## src/design/ptpcc_pkg.sv

```systemverilog
package ptpcc_pkg;
	// register byte offsets, 16-bit registers
	localparam logic [15:0] CTRL_OFS      = 16'h0500;
	localparam logic [15:0] PHASE_OFS     = 16'h0502;
	localparam logic [15:0] NS_HI_OFS     = 16'h0504;
	localparam logic [15:0] NS_LO_OFS     = 16'h0506;
	localparam logic [15:0] SEC_HI_OFS    = 16'h0508;
	localparam logic [15:0] SEC_LO_OFS    = 16'h050A;
	localparam logic [15:0] RATE_HI_OFS   = 16'h050C;
	localparam logic [15:0] RATE_LO_OFS   = 16'h050E;
	// control bit positions, plus the rate direction bit of the rate high register
	localparam int FADJ_DIS_BIT = 15;
	localparam int STEP_BIT     = 6;
	localparam int STEP_DIR_BIT = 5;
	localparam int SNAP_BIT     = 4;
	localparam int LOAD_BIT     = 3;
	localparam int CONT_BIT     = 2;
	localparam int EN_BIT       = 1;
	localparam int RST_BIT      = 0;
	localparam int RATE_DIR_BIT = 15;
	localparam logic [15:0] CTRL_RW_MASK  = 16'h8026;
	localparam logic [15:0] RESET_VALUE   = 16'h0000;
	// timebase
	localparam int CLK_PERIOD_PS  = 5000;
	localparam int TICK_PERIOD_NS = 40;
	localparam int TICK_DIV       = (TICK_PERIOD_NS * 1000) / CLK_PERIOD_PS;
	localparam logic [31:0] NS_PER_TICK = 32'd40;
	localparam logic [31:0] NS_PER_SEC  = 32'd1000000000;
	localparam logic [2:0]  PHASE_MAX   = 3'h4;
	localparam logic [29:0] SUBNS_ONE   = 30'h20000000; // fraction scale: 2^29 units per ns
endpackage : ptpcc_pkg

```

## src/design/ptpcc_ctrl.sv

```systemverilog
`timescale 1ns/1ps
module ptpcc_ctrl
	import ptpcc_pkg::*;
(
	input  wire  logic        clk,
	input  wire  logic        nrst,
	input  wire  logic        regWr,
	input  wire  logic        regRd,
	input  wire  logic [15:0] regAddr,
	input  wire  logic [15:0] regWdata,
	output logic        [15:0] regRdata,
	output logic        [31:0] timeSec,
	output logic        [31:0] timeNs,
	output logic        [2:0]  timePhase,
	output logic               nominalFreq
);
	import ptpcc_pkg::*;

	// state
	logic [15:0] ctrl;
	logic [2:0]  stPhase;
	logic [31:0] stNs;
	logic [31:0] stSec;
	logic [15:0] rateHi;
	logic [15:0] rateLo;
	logic [31:0] sec;
	logic [31:0] ns;
	logic [29:0] frac;
	logic [2:0]  phase;
	logic [3:0]  divCnt;
	logic [15:0] next_ctrl;
	logic [2:0]  next_stPhase;
	logic [31:0] next_stNs;
	logic [31:0] next_stSec;
	logic [15:0] next_rateHi;
	logic [15:0] next_rateLo;
	logic [31:0] next_sec;
	logic [31:0] next_ns;
	logic [29:0] next_frac;
	logic [2:0]  next_phase;
	logic [3:0]  next_divCnt;
	logic [15:0] next_regRdata;
	logic        tick;
	logic        carryUp;
	logic        borrow;
	logic [30:0] fracSum;
	logic [29:0] rateVal;

	// normalise seconds/ns after adding a signed ns delta
	function automatic logic [63:0] addNs(input logic [31:0] s, input logic [31:0] n,
		input logic [31:0] d, input logic up);
		logic [32:0] t;
		t = 33'h000000000;
		if (up) begin
			t = {1'b0, n} + {1'b0, d};
			if (t >= {1'b0, NS_PER_SEC}) begin
				return {s + 32'h00000001, 32'(t - {1'b0, NS_PER_SEC})};
			end
			return {s, t[31:0]};
		end
		if (n >= d) begin
			return {s, n - d};
		end
		return {s - 32'h00000001, n + NS_PER_SEC - d};
	endfunction : addNs

	// staging read mux
	function automatic logic [15:0] readReg(input logic [15:0] a);
		if (a == CTRL_OFS) begin
			return ctrl;
		end else if (a == PHASE_OFS) begin
			return {13'h0000, stPhase};
		end else if (a == NS_HI_OFS) begin
			return stNs[31:16];
		end else if (a == NS_LO_OFS) begin
			return stNs[15:0];
		end else if (a == SEC_HI_OFS) begin
			return stSec[31:16];
		end else if (a == SEC_LO_OFS) begin
			return stSec[15:0];
		end else if (a == RATE_HI_OFS) begin
			return rateHi;
		end else if (a == RATE_LO_OFS) begin
			return rateLo;
		end
		return 16'h0000;
	endfunction : readReg

	assign tick    = (divCnt == 4'(TICK_DIV - 1));
	assign rateVal = {rateHi[13:0], rateLo};
	assign fracSum = rateHi[RATE_DIR_BIT] ? {1'b0, frac} + {1'b0, rateVal}
		: {1'b0, frac} - {1'b0, rateVal};
	assign carryUp = rateHi[RATE_DIR_BIT] && (fracSum[29:0] >= SUBNS_ONE || fracSum[30]);
	assign borrow  = !rateHi[RATE_DIR_BIT] && fracSum[30];

	// register writes, commands, clock time
	always_comb begin
		logic [63:0] r;
		logic [31:0] inc;
		r             = 64'h0000000000000000;
		inc           = NS_PER_TICK;
		next_ctrl     = ctrl;
		next_stPhase  = stPhase;
		next_stNs     = stNs;
		next_stSec    = stSec;
		next_rateHi   = rateHi;
		next_rateLo   = rateLo;
		next_sec      = sec;
		next_ns       = ns;
		next_frac     = frac;
		next_phase    = phase;
		next_divCnt   = tick ? 4'h0 : divCnt + 4'h1;
		next_regRdata = regRd ? readReg(regAddr) : regRdata;
		// self-clearing command bits drop after one cycle
		next_ctrl[STEP_BIT] = 1'b0;
		next_ctrl[SNAP_BIT] = 1'b0;
		next_ctrl[LOAD_BIT] = 1'b0;
		next_ctrl[RST_BIT]  = 1'b0;
		// nominal 40 ns per tick plus rate adjust
		if (ctrl[EN_BIT] && tick) begin
			if (ctrl[CONT_BIT]) begin
				next_frac = fracSum[29:0] - (carryUp ? SUBNS_ONE : 30'h00000000);
				if (borrow) begin
					next_frac = fracSum[29:0] + SUBNS_ONE;
					inc = NS_PER_TICK - 32'h00000001;
				end else if (carryUp) begin
					inc = NS_PER_TICK + 32'h00000001;
				end
			end
			r = addNs(sec, ns, inc, 1'b1);
			next_sec   = r[63:32];
			next_ns    = r[31:0];
			next_phase = 3'h0;
		end
		// pending command actions, issued the cycle after the write
		if (ctrl[STEP_BIT]) begin
			r = addNs(next_sec, next_ns, stNs, ctrl[STEP_DIR_BIT]);
			next_sec = r[63:32];
			next_ns  = r[31:0];
		end
		if (ctrl[LOAD_BIT]) begin
			next_sec   = stSec;
			next_ns    = stNs;
			next_phase = (stPhase > PHASE_MAX) ? 3'h0 : stPhase;
		end
		if (ctrl[RST_BIT]) begin
			next_sec   = 32'h00000000;
			next_ns    = 32'h00000000;
			next_frac  = 30'h00000000;
			next_phase = 3'h0;
		end
		if (ctrl[SNAP_BIT]) begin
			next_stSec   = sec;
			next_stNs    = ns;
			next_stPhase = phase;
		end
		// software writes
		if (regWr) begin
			if (regAddr == CTRL_OFS) begin
				next_ctrl = regWdata & (CTRL_RW_MASK | 16'h0059);
			end else if (regAddr == PHASE_OFS) begin
				next_stPhase = regWdata[2:0];
			end else if (regAddr == NS_HI_OFS) begin
				next_stNs[31:16] = regWdata;
			end else if (regAddr == NS_LO_OFS) begin
				next_stNs[15:0] = regWdata;
			end else if (regAddr == SEC_HI_OFS) begin
				next_stSec[31:16] = regWdata;
			end else if (regAddr == SEC_LO_OFS) begin
				next_stSec[15:0] = regWdata;
			end else if (regAddr == RATE_HI_OFS) begin
				next_rateHi = regWdata & 16'hBFFF;
			end else if (regAddr == RATE_LO_OFS) begin
				next_rateLo = regWdata;
			end
		end
	end

	// registers
	always_ff @(posedge clk or negedge nrst) begin
		if (!nrst) begin
			ctrl      <= RESET_VALUE;
			stPhase   <= 3'h0;
			stNs      <= 32'h00000000;
			stSec     <= 32'h00000000;
			rateHi    <= 16'h0000;
			rateLo    <= 16'h0000;
			sec       <= 32'h00000000;
			ns        <= 32'h00000000;
			frac      <= 30'h00000000;
			phase     <= 3'h0;
			divCnt    <= 4'h0;
			regRdata  <= 16'h0000;
			timeSec   <= 32'h00000000;
			timeNs    <= 32'h00000000;
			timePhase <= 3'h0;
			nominalFreq <= 1'b0;
		end else begin
			ctrl      <= next_ctrl;
			stPhase   <= next_stPhase;
			stNs      <= next_stNs;
			stSec     <= next_stSec;
			rateHi    <= next_rateHi;
			rateLo    <= next_rateLo;
			sec       <= next_sec;
			ns        <= next_ns;
			frac      <= next_frac;
			phase     <= next_phase;
			divCnt    <= next_divCnt;
			regRdata  <= next_regRdata;
			timeSec   <= next_sec;
			timeNs    <= next_ns;
			timePhase <= next_phase;
			nominalFreq <= next_ctrl[FADJ_DIS_BIT];
		end
	end
endmodule : ptpcc_ctrl

```

## config.mk

```make
export PLATFORM = sky130hd
export DESIGN_NAME = ptpcc_ctrl
export DESIGN_NICKNAME = d
export VERILOG_FILES = /design/src/design/ptpcc_pkg.sv /design/src/design/ptpcc_ctrl.sv
export SDC_FILE = /design/constraint.sdc
export NUM_CORES = 1
export LEC_CHECK = 0
export BUFFER_PORTS_ARGS = -buffer_cell sky130_fd_sc_hd__buf_2
export CELL_PAD_IN_SITES_DETAIL_PLACEMENT = 1
export CELL_PAD_IN_SITES_GLOBAL_PLACEMENT = 2
export CORE_MARGIN = 1.5
export CORE_UTILIZATION = 36
export CTS_CLUSTER_DIAMETER = 80
export CTS_CLUSTER_SIZE = 12
export DETAILED_ROUTE_END_ITERATION = 8
export PLACE_DENSITY_LB_ADDON = 0.1
export SKIP_LAST_GASP = 1
export SYNTH_ARGS = -nofsm -noshare
export SYNTH_HDL_FRONTEND = slang
export SYNTH_SLANG_ARGS = --single-unit
```

## constraint.sdc

```tcl
create_clock -name clk -period 13.6 [get_ports clk]
set_input_delay 2.72 -clock clk [delete_from_list [all_inputs] [get_ports clk]]
set_output_delay 2.72 -clock clk [all_outputs]
set_load 0.05 [all_outputs]
```

-- Word level (Yosys, flattened, before mapping)
Index checks and enable logic that the tools add are counted.
Widths: inputs -> output; s select.
- register bits: 224
- input port bits: 36
- output and inout port bits: 84
- word-level logic and storage cells: 154
- add/sub/neg operators: 19
- $lt $le $gt $ge: 6
- eq/ne operators: 9
- muxes and demuxes: 87
- bitwise operators: 7
- reduce and logical (&&, ||, !) cells: 12
- operators with widths (kind ; number):
    $mux 64 ; 11
    $mux 32 ; 19
    $mux 16 ; 17
    $mux 30 ; 5
    $eq 16x11->1 const B ; 8
    $sub 32x32->32 ; 4
    $add 32x32->33 ; 2
    $ge 33x30->1 const B ; 2
    $add 32x1->32 const B ; 2
    $add 32x30->32 const B ; 2
    $ge 32x32->1 ; 2
    $sub 32x1->32 const B ; 2
    $sub 32x30->32 const B ; 2
    $add 30x30->31 ; 1
    $mux 31 ; 1
    $sub 30x30->31 ; 1
    $add 30x30->30 const B ; 1
    $ge 30x30->1 const B ; 1
    $sub 30x30->30 ; 1
    $mux 3 ; 8
    $mux 1 ; 23
    $mux 4 ; 3
    $reduce_and 9->1 ; 1
    $reduce_and 8->1 ; 1
    10 further kinds ; 20

-- Logic depth before layout (Yosys ltp)
Gate-level depths: netlist of run 1.
- depth after elaboration: 31
- depth in mapped cells: 60
- depth with buffers taken out: 57

-- Worst setup path after synthesis of run 1
OpenSTA, ideal clock, no wires.
- path kind: reg-to-reg
- start point: register rateLo[5]
- end point: register sec[10]
- library setup time: 125 ps
- arrival time: 11918 ps
- data required time: 13475 ps
- slack: 1557 ps
- stages on the path, launching flop included: 56
- buffers on the path: 4
- period minus slack after synthesis: 12043 ps
- cells stage by stage: dfrtp_1 -> nor3_1 -> nand2_1 -> nor4_1 -> nand2b_1 -> nor3_1 -> and3b_1 -> clkbuf_1 -> a31oi_1 -> xor2_1 -> ha_1 -> or3_1 -> o21ai_0 -> a31oi_1 -> a21o_1 -> a21o_1 -> a2111o_1 -> a31oi_1 -> [20 not listed] -> nor2_1 -> xnor2_1 -> inv_1 -> ha_1 -> nor2_1 -> nand2_1 -> a211oi_2 -> o31ai_1 -> o41ai_1 -> xnor2_1 -> or3_1 -> a31o_2 -> a211oi_2 -> o21ai_1 -> or3_1 -> a21oi_1 -> nor3_1 -> a2111oi_0
- cells in the longest elaborated chain, start to end: 31
- elaborated cells on any way between the ends: 49
- those cells by class: 9 x add/sub; 5 x order compare; 32 x mux; 3 x reduce/logical
- RTL lines (what ; RTL line ; text):
    start, declared ; ptpcc_ctrl.sv:25 ; logic [15:0] rateLo;
    start signal, assigned ; ptpcc_ctrl.sv:204 ; rateLo <= next_rateLo;
    $sub 30x30->31 / $add 30x30->31 (equally long branches) ; ptpcc_ctrl.sv:92, ptpcc_ctrl.sv:91 ;
    $mux 31 * ; ptpcc_ctrl.sv:91 ; assign fracSum = rateHi[RATE_DIR_BIT] ? {1'b0, frac} + {1'b0, rateVal}
    $ge 30x30->1 ; ptpcc_ctrl.sv:93 ; assign carryUp = rateHi[RATE_DIR_BIT] && (fracSum[29:0] >= SUBNS_ONE || fracSum[30]);
    $logic_or 1x1->1 ; ptpcc_ctrl.sv:93 ;
    $logic_and 1x1->1 ; ptpcc_ctrl.sv:93 ;
    $mux 1 ; ptpcc_ctrl.sv:126 ; end else if (carryUp) begin
    $mux 4 * ; ptpcc_ctrl.sv:123 ; if (borrow) begin
    $mux 4 * ; ptpcc_ctrl.sv:121 ; if (ctrl[CONT_BIT]) begin
    [16 not listed] ; - ;
    $mux 64 ; ptpcc_ctrl.sv:54 ; if (up) begin
    $mux 64 ; ptpcc_ctrl.sv:61 ; if (n >= d) begin
    $mux 64 ; ptpcc_ctrl.sv:64 ; return {s - 32'h00000001, n + NS_PER_SEC - d};
    $mux 64 ; ptpcc_ctrl.sv:61 ;
    $mux 32 * ; ptpcc_ctrl.sv:136 ; if (ctrl[STEP_BIT]) begin
    $mux 32 * ; ptpcc_ctrl.sv:141 ; if (ctrl[LOAD_BIT]) begin
    $mux 32 * ; ptpcc_ctrl.sv:146 ; if (ctrl[RST_BIT]) begin
    net next_sec[10] ; ptpcc_ctrl.sv:37 ; logic [31:0] next_sec;
    end signal, assigned ; ptpcc_ctrl.sv:205 ; sec <= next_sec;
    end, declared ; ptpcc_ctrl.sv:26 ; logic [31:0] sec;
Mark *: on every way through the listed nets, which the timed path passes. The rest lies on a longest branch. The select of a mux whose other input is x is not followed.
A chain may end at the register's enable or synchronous reset.

-- Final worst setup path of run 1
- start point: register rateLo[5]
- end point: register sec[25]
The elaborated chain is that of the path after synthesis.

==> results of run 1 <==
==> layout by cell type, fill, tap and decap left out, drive strengths merged, types with 17 or more instances in the layout <==
cell	netlist	routed
mux2	39	39
dfrtp	223	223
or2	23	23
nor2	273	273
nor2b	41	41
o21a	17	17
ha	161	161
or3	31	31
nor3	91	91
nand3	61	61
and2	27	27
inv	167	167
nand2b	25	25
mux2i	129	129
xnor2	156	156
a211oi	54	54
o21bai	19	19
xor2	104	104
clkbuf	132	30
nand4	35	35
a21oi	197	197
fa	22	22
o22ai	50	50
buf	27	189
a22o	35	35
and3	19	19
a221oi	22	22
o211ai	28	28
nand2	288	288
nor4	28	28
a21o	45	45
a31oi	31	31
o21ai	222	222
==> flip-flops by register name, indices dropped and copies added (netlist names) <==
signal / flops
ns: 32
sec: 32
stNs: 32
stSec: 32
frac: 30
rateLo: 16
regRdata: 16
rateHi: 15
ctrl: 8
divCnt: 4
phase: 3
stPhase: 3
==> per-layer routing <==
layer	up-vias	GRT usage, %
li1	10900	-
met1	12000	39.3
met2	520	52.5
met3	151	2.11
met4	2	9.22
met5	-	0
==> area by class of cell <==
type	instances	area (sq um)	area share [%]
Antenna cell	1	2.50	0.00945
Clock buffer	30	664	2.51
Clock inverter	5	85.1	0.321
Inverter	170	638	2.41
Multi-Input combinational cell	2464	17300	65.3
Sequential cell	223	5590	21.1
Tap cell	864	1080	4.08
Timing Repair Buffer	189	1130	4.28
==> through the flow <==
stage,hold WS [ps],instance area (sq um)
after detailed placement,481,25400
final,480,26500
after floorplan,433,23900
after global routing,525,26500
after CTS,491,26200
after global placement,447,25400
==> report_power, final <==
group	leakage [nW]	internal [W]	switching (W)	total, W
Combinational	8.77	0.0000173	0.0000536	0.0000709
Sequential	2.74	0.000663	0.000000856	0.000664
Clock	0.363	0.000380	0.000299	0.000678
Total	11.9	0.00106	0.000353	0.00141
==> what timing repair did <==
item / 4_1_cts / 5_1_grt
pin swaps: 0 / 15
hold buffers: 0 / 0
buffers inserted: 0 / 8
gates resized for setup: 1 / 58
setup endpoints to repair: 8 / 63
==> path summary, 6_finish.rpt <==
path | from | end | slack [ps] | depth (start not counted)
min in group asynchronous | nrst | frac[8] | 2200 | 1
hold / removal | divCnt[0] | divCnt[0] | 480 | 1
setup reg to reg | rateLo[5] | sec[25] | 660 | 56
hold reg to reg | divCnt[0] | divCnt[0] | 480 | 1
max in group asynchronous | nrst | regRdata[4] | 9060 | 3
setup / recovery | rateLo[5] | sec[25] | 660 | 56
==> cells by family after synthesis <==
kind of cell	count (synthesis)	share of synthesized area, %
simple gates	1004	20.7
fa+ha+maj	184	10.3
flops	223	23.4
compound gates	848	23.3
xor+xnor	260	9.65
buf+inv	329	5.35
mux	168	7.25
==> flow_summary.yaml, run 1 <==
outcome:
  outcome: "finished, final reports clean"
floorplanning:
  die_area_sq_um: 67800
  start_util_pct: 36.4
  die_w_microns: 260
  rows: 94
  coreArea_sq_um: 65600
  io_pins: 120
  chipHeight_microns: 260
global_routing:
  antenna_found_initial: 3
  track_usage_pct: 30.0
  grt_pass1_vias: 24300
  grt_max_degree: 103
  grt_pass1_wl_microns: 155000
  grt_overflow_total: 0
clocking:
  cts_root_buffer: "clkbuf_16"
  cts_made_buffers: 24
  cts_tree: "yes"
  clock-sinks: 223
  cts_buffer_depth: 3
  htreeDepth: 1
  clock_latency_ps: 560
  clk_pin_slew_ps: 70
critical_path:
  startpoint_type: "register"
  critPathMaxFanout: 13
  end_kind: "register"
  crit_buf_inv: 3
  cpMostUsedCell: "a21oi_1"
  timing_worst_setup_path_type: "register to register"
  slowest_delay_ps: 450
  slowest_stage: "fa_1"
  arrival_ps: 13330
  worstPathRequired_ps: 13990
  critPathTopFamily: "compound AO/OA/AOI/OAI gates"
synth:
  yosysMostFrequentCell: "nand2_1"
  synthCells: 3016
  seq_area_frac_synth_pct: 23.4
  syn-num-nets: 3235
  synth.area.top_cells: "dfrtp_1 (23%), ha_1 (8.4%), xnor2_1 (5.7%), mux2i_1 (5.4%), nand2_1 (4.5%)"
  synth_top_area_cell: "dfrtp_1"
  ys_warn_count: 0
  yosysTopAreaCellShare_pct: 23.4
  synthFlopType: "dfrtp_1"
  synth_edf_count: 0
  avgSynthCellArea_sq_um: 7.91
  syn_area_sq_um: 23900
  ys_types: 113
  synth_common_cells: "nand2_1 (287), nor2_1 (271), dfrtp_1 (223)"
  ys_seq_elements: 223
  synthArstFlopShare_pct: 100
pwr:
  pwr_density_cell_nw_per_um2: 53.4
  power_w: 0.00141
  p_leak_nw: 11.9
  peakVddDrop_uv: 76.6
drt:
  routed_via_density: 5.98
  dr_total_vias: 23600
  wl_microns: 103000
  drtIter0Drc: 1653
  wl_met3_microns: 3610
  dr.pass1.iters: 7
  ant_nets: 0
  drt-met1-wl_microns: 46200
  drc: 0
  wl_per_cell_microns: 26.1
  route.met2.wl_microns: 50100
  highest_layer: "met5"
finish:
  nFillCells: 7999
  final_util_pct: 40.4
  layout.nets: 3291
  drive_gt1_share_pct: 12.7
  syn2layout_area_growth_pct: 11.0
  fin_cells: 3946
min_path:
  hold_path_class: "register to register"
timing:
  period_share_pct: 95.1
  setup_ws_ps: 663
  drv_slew: 0
  finalClockSkew_ps: 16.4
  setup_viol: 0
  max_freq_ghz: 0.0773
  worst_pin_slew_ps: 1260
  relSlewSlack_pct: 15.9
  report.final.hold_viol_count: 0
  min_period_ps: 12940
  setup_tns_ps: 0
placement:
  pre_cts_ws_ps: -52.3
  place_inst: 3902
  gp_congestion: 0.942
  numPortBuffers: 119
  dpl.hpwl_microns: 79600
job:
  cap_viol_max_count: 0
(Power assumes the default switching activity.)
==> run 2, diff against run 1 <==
Settings changed: ABC_AREA set to 1, CORE_UTILIZATION 36 to 35.
==> run 2 against run 1 <==
  * Sequential share of layout area down 0.38 points
  * Critical path type unchanged
  * Hold slack better by 7.8 ps
  * Count of clock-buffer cells in the layout shrank 1
  * Worst setup slack improved by 590 ps
  * Final area up 1.8%
  * Core utilization fell by 1.7 points
  * Total power up 0.22%
  * Wire length grew 16%
==> flow_summary.yaml, run 2 <==
clocking:
  post-cts-setup-buffer-count: 0
  cts_hold_buf: 0
  clk_pin_slew_ps: 70
  clock-sinks: 223
  cts_buffer_depth: 3
  cts_root_buffer: "clkbuf_16"
  clock_latency_ps: 590
  cts_made_buffers: 26
  cts_tree: "yes"
  htreeDepth: 1
drt:
  drtIter0Drc: 1879
  wl_met3_microns: 5530
  dr_total_vias: 27000
  ant_nets: 0
  route.met2.wl_microns: 55300
  highest_layer: "met5"
  wl_microns: 120000
  drc: 0
  drt-met1-wl_microns: 52700
  wl_per_cell_microns: 24.4
  routed_via_density: 5.52
  dr.pass1.iters: 5
floorplanning:
  start_util_pct: 35.3
  die_area_sq_um: 71900
  io_pins: 120
  rows: 97
  chipHeight_microns: 268
  die_w_microns: 268
  coreArea_sq_um: 69800
synth:
  seq_area_frac_synth_pct: 22.7
  syn-num-nets: 4092
  ys_seq_elements: 223
  ys_warn_count: 0
  synth.area.top_cells: "dfrtp_1 (23%), nand2_1 (15%), ha_1 (8.2%), inv_1 (7.8%), o21ai_0 (6.1%)"
  yosysMostFrequentCell: "nand2_1"
  synth_top_area_cell: "dfrtp_1"
  synthArstFlopShare_pct: 100
  synthCells: 3873
  synth_common_cells: "nand2_1 (970), inv_1 (510), nor2_1 (391)"
  synthFlopType: "dfrtp_1"
  syn_area_sq_um: 24600
  synth_edf_count: 0
  avgSynthCellArea_sq_um: 6.35
  ys_types: 63
  yosysTopAreaCellShare_pct: 22.7
timing:
  worst_pin_slew_ps: 1190
  max_freq_ghz: 0.0810
  setup_ws_ps: 1250
  drv_slew: 0
  period_share_pct: 90.8
  finalClockSkew_ps: 38.9
  setup_viol: 0
  relSlewSlack_pct: 19.8
  report.final.hold_viol_count: 0
  setup_tns_ps: 0
  min_period_ps: 12350
global_routing:
  grt_max_degree: 88
  grt_pass1_wl_microns: 176000
  antenna_found_initial: 4
  grt_pass1_vias: 27200
  track_usage_pct: 32.8
  grt_overflow_total: 0
critical_path:
  end_kind: "register"
  r2r_slack_ps: 1250
  slowest_delay_ps: 470
  cpMostUsedCell: "nand2_1"
  worstPathRequired_ps: 14040
  arrival_ps: 12790
  timing_worst_setup_path_type: "register to register"
  critPathMaxFanout: 25
  slowest_stage: "o21ai_0"
  crit_buf_inv: 7
  critPathTopFamily: "simple AND/OR/NAND/NOR gates"
  startpoint_type: "register"
placement:
  pre_cts_ws_ps: 1000
  numPortBuffers: 119
  post_dp_cell_area_sq_um: 26100
  gp_congestion: 0.955
  dpl.hpwl_microns: 96100
min_path:
  hold_path_class: "register to register"
outcome:
  outcome: "finished, final reports clean"
pwr:
  pwr_density_cell_nw_per_um2: 52.6
  swShare_pct: 27.2
  internal_power_w: 0.00103
  clockPowerShare_pct: 48.2
  p_sw_w: 0.000385
  seq_power_share_pct: 46.9
  p_leak_nw: 14.3
  power_frac_comb_pct: 4.9
  peakVddDrop_uv: 78.3
finish:
  syn2layout_area_growth_pct: 9.52
  mostFrequentLayoutCell: "nand2_1"
  fin_area_sq_um: 27000
  final_cell_mix: "nand2_1 (969), inv_1 (509), nor2_1 (389)"
  final_util_pct: 38.6
  drive_gt1_share_pct: 8.40
  layout.nets: 4161
job:
  cap_viol_max_count: 0
run 2: logic make-up (layout without fill, tap and decap cells):
kind of cell               count (synthesis)  in the layout  synth area share, %
xor gates and xnor gates                 135            135                 4.84
buffers and inverters                    650            728                 10.2
and+or+nand+nor                         1849           1851                 32.4
DFF                                      223            223                 22.7
adders and majority gates                183            183                 9.98
AOI/OAI and AO/OA                        796            796                 18.4
other                                      0              4                    0
muxes                                     37             37                 1.51
run 2: metrics by stage:
stage               total power, W  instances  hold WS, ps
finish                     0.00142       4897          487
detailed placement        0.000746       4852          470
floorplan                 0.000701       3873          433
global placement          0.000745       4852          468
global route               0.00145       4893          516
CTS                        0.00143       4891          485
run 2: area by class of cell:
cell class,instances,area (sq um)
tap,940,1180
clock inverter,10,87.6
timing repair buffer,145,801
fill,9280,42800
inverter,544,2040
multi-input combinational,3002,16600
sequential,223,5590
clock buffer,29,672
antenna,4,10.0
run 2: worst reg2reg max path: cells and delay by family, from the launching register on:
family | cells | cell delay, ps
flip-flops | 1 | 430
AND/OR/NAND/NOR | 37 | 5610
AO/OA/AOI/OAI | 11 | 2980
buffers and inverters | 7 | 1440
XOR/XNOR | 3 | 450
adder cells (fa/ha/maj) | 4 | 1340
run 2: worst paths after layout:
check	startpoint	end	cells after the start
worst max-delay path	rateLo[1]	sec[6]	62
worst min-delay path	regRdata[0]	regRdata[0]	2
worst max register to register	rateLo[1]	sec[6]	62
worst min register to register	regRdata[0]	regRdata[0]	2
max in group asynchronous	nrst	sec[17]	3
min in group asynchronous	nrst	rateHi[1]	1
run 2: timing repair:
action | CTS | global route
endpoints found under the setup margin | 0 | 44
gates resized for setup | 0 | 4
hold endpoints to repair | 0 | 0
run 2: per-layer routing:
| metal | global-route usage (%) | vias to the layer above |
|---|---|---|
| li1 | - | 12900 |
| met1 | 42.7 | 13300 |
| met2 | 55.2 | 702 |
| met3 | 2.91 | 201 |
| met4 | 14.0 | 2 |
| met5 | 0 | - |
run 2: power by group through the flow:
| stage | clock network [W] | registers, W | logic, W |
|---|---|---|---|
| floorplan | 0 | 0.000677 | 0.0000244 |
| global placement | 0 | 0.000677 | 0.0000686 |
| detailed placement | 0 | 0.000677 | 0.0000690 |
| CTS | 0.000694 | 0.000664 | 0.0000693 |
| global route | 0.000710 | 0.000664 | 0.0000749 |
| finish | 0.000683 | 0.000664 | 0.0000692 |
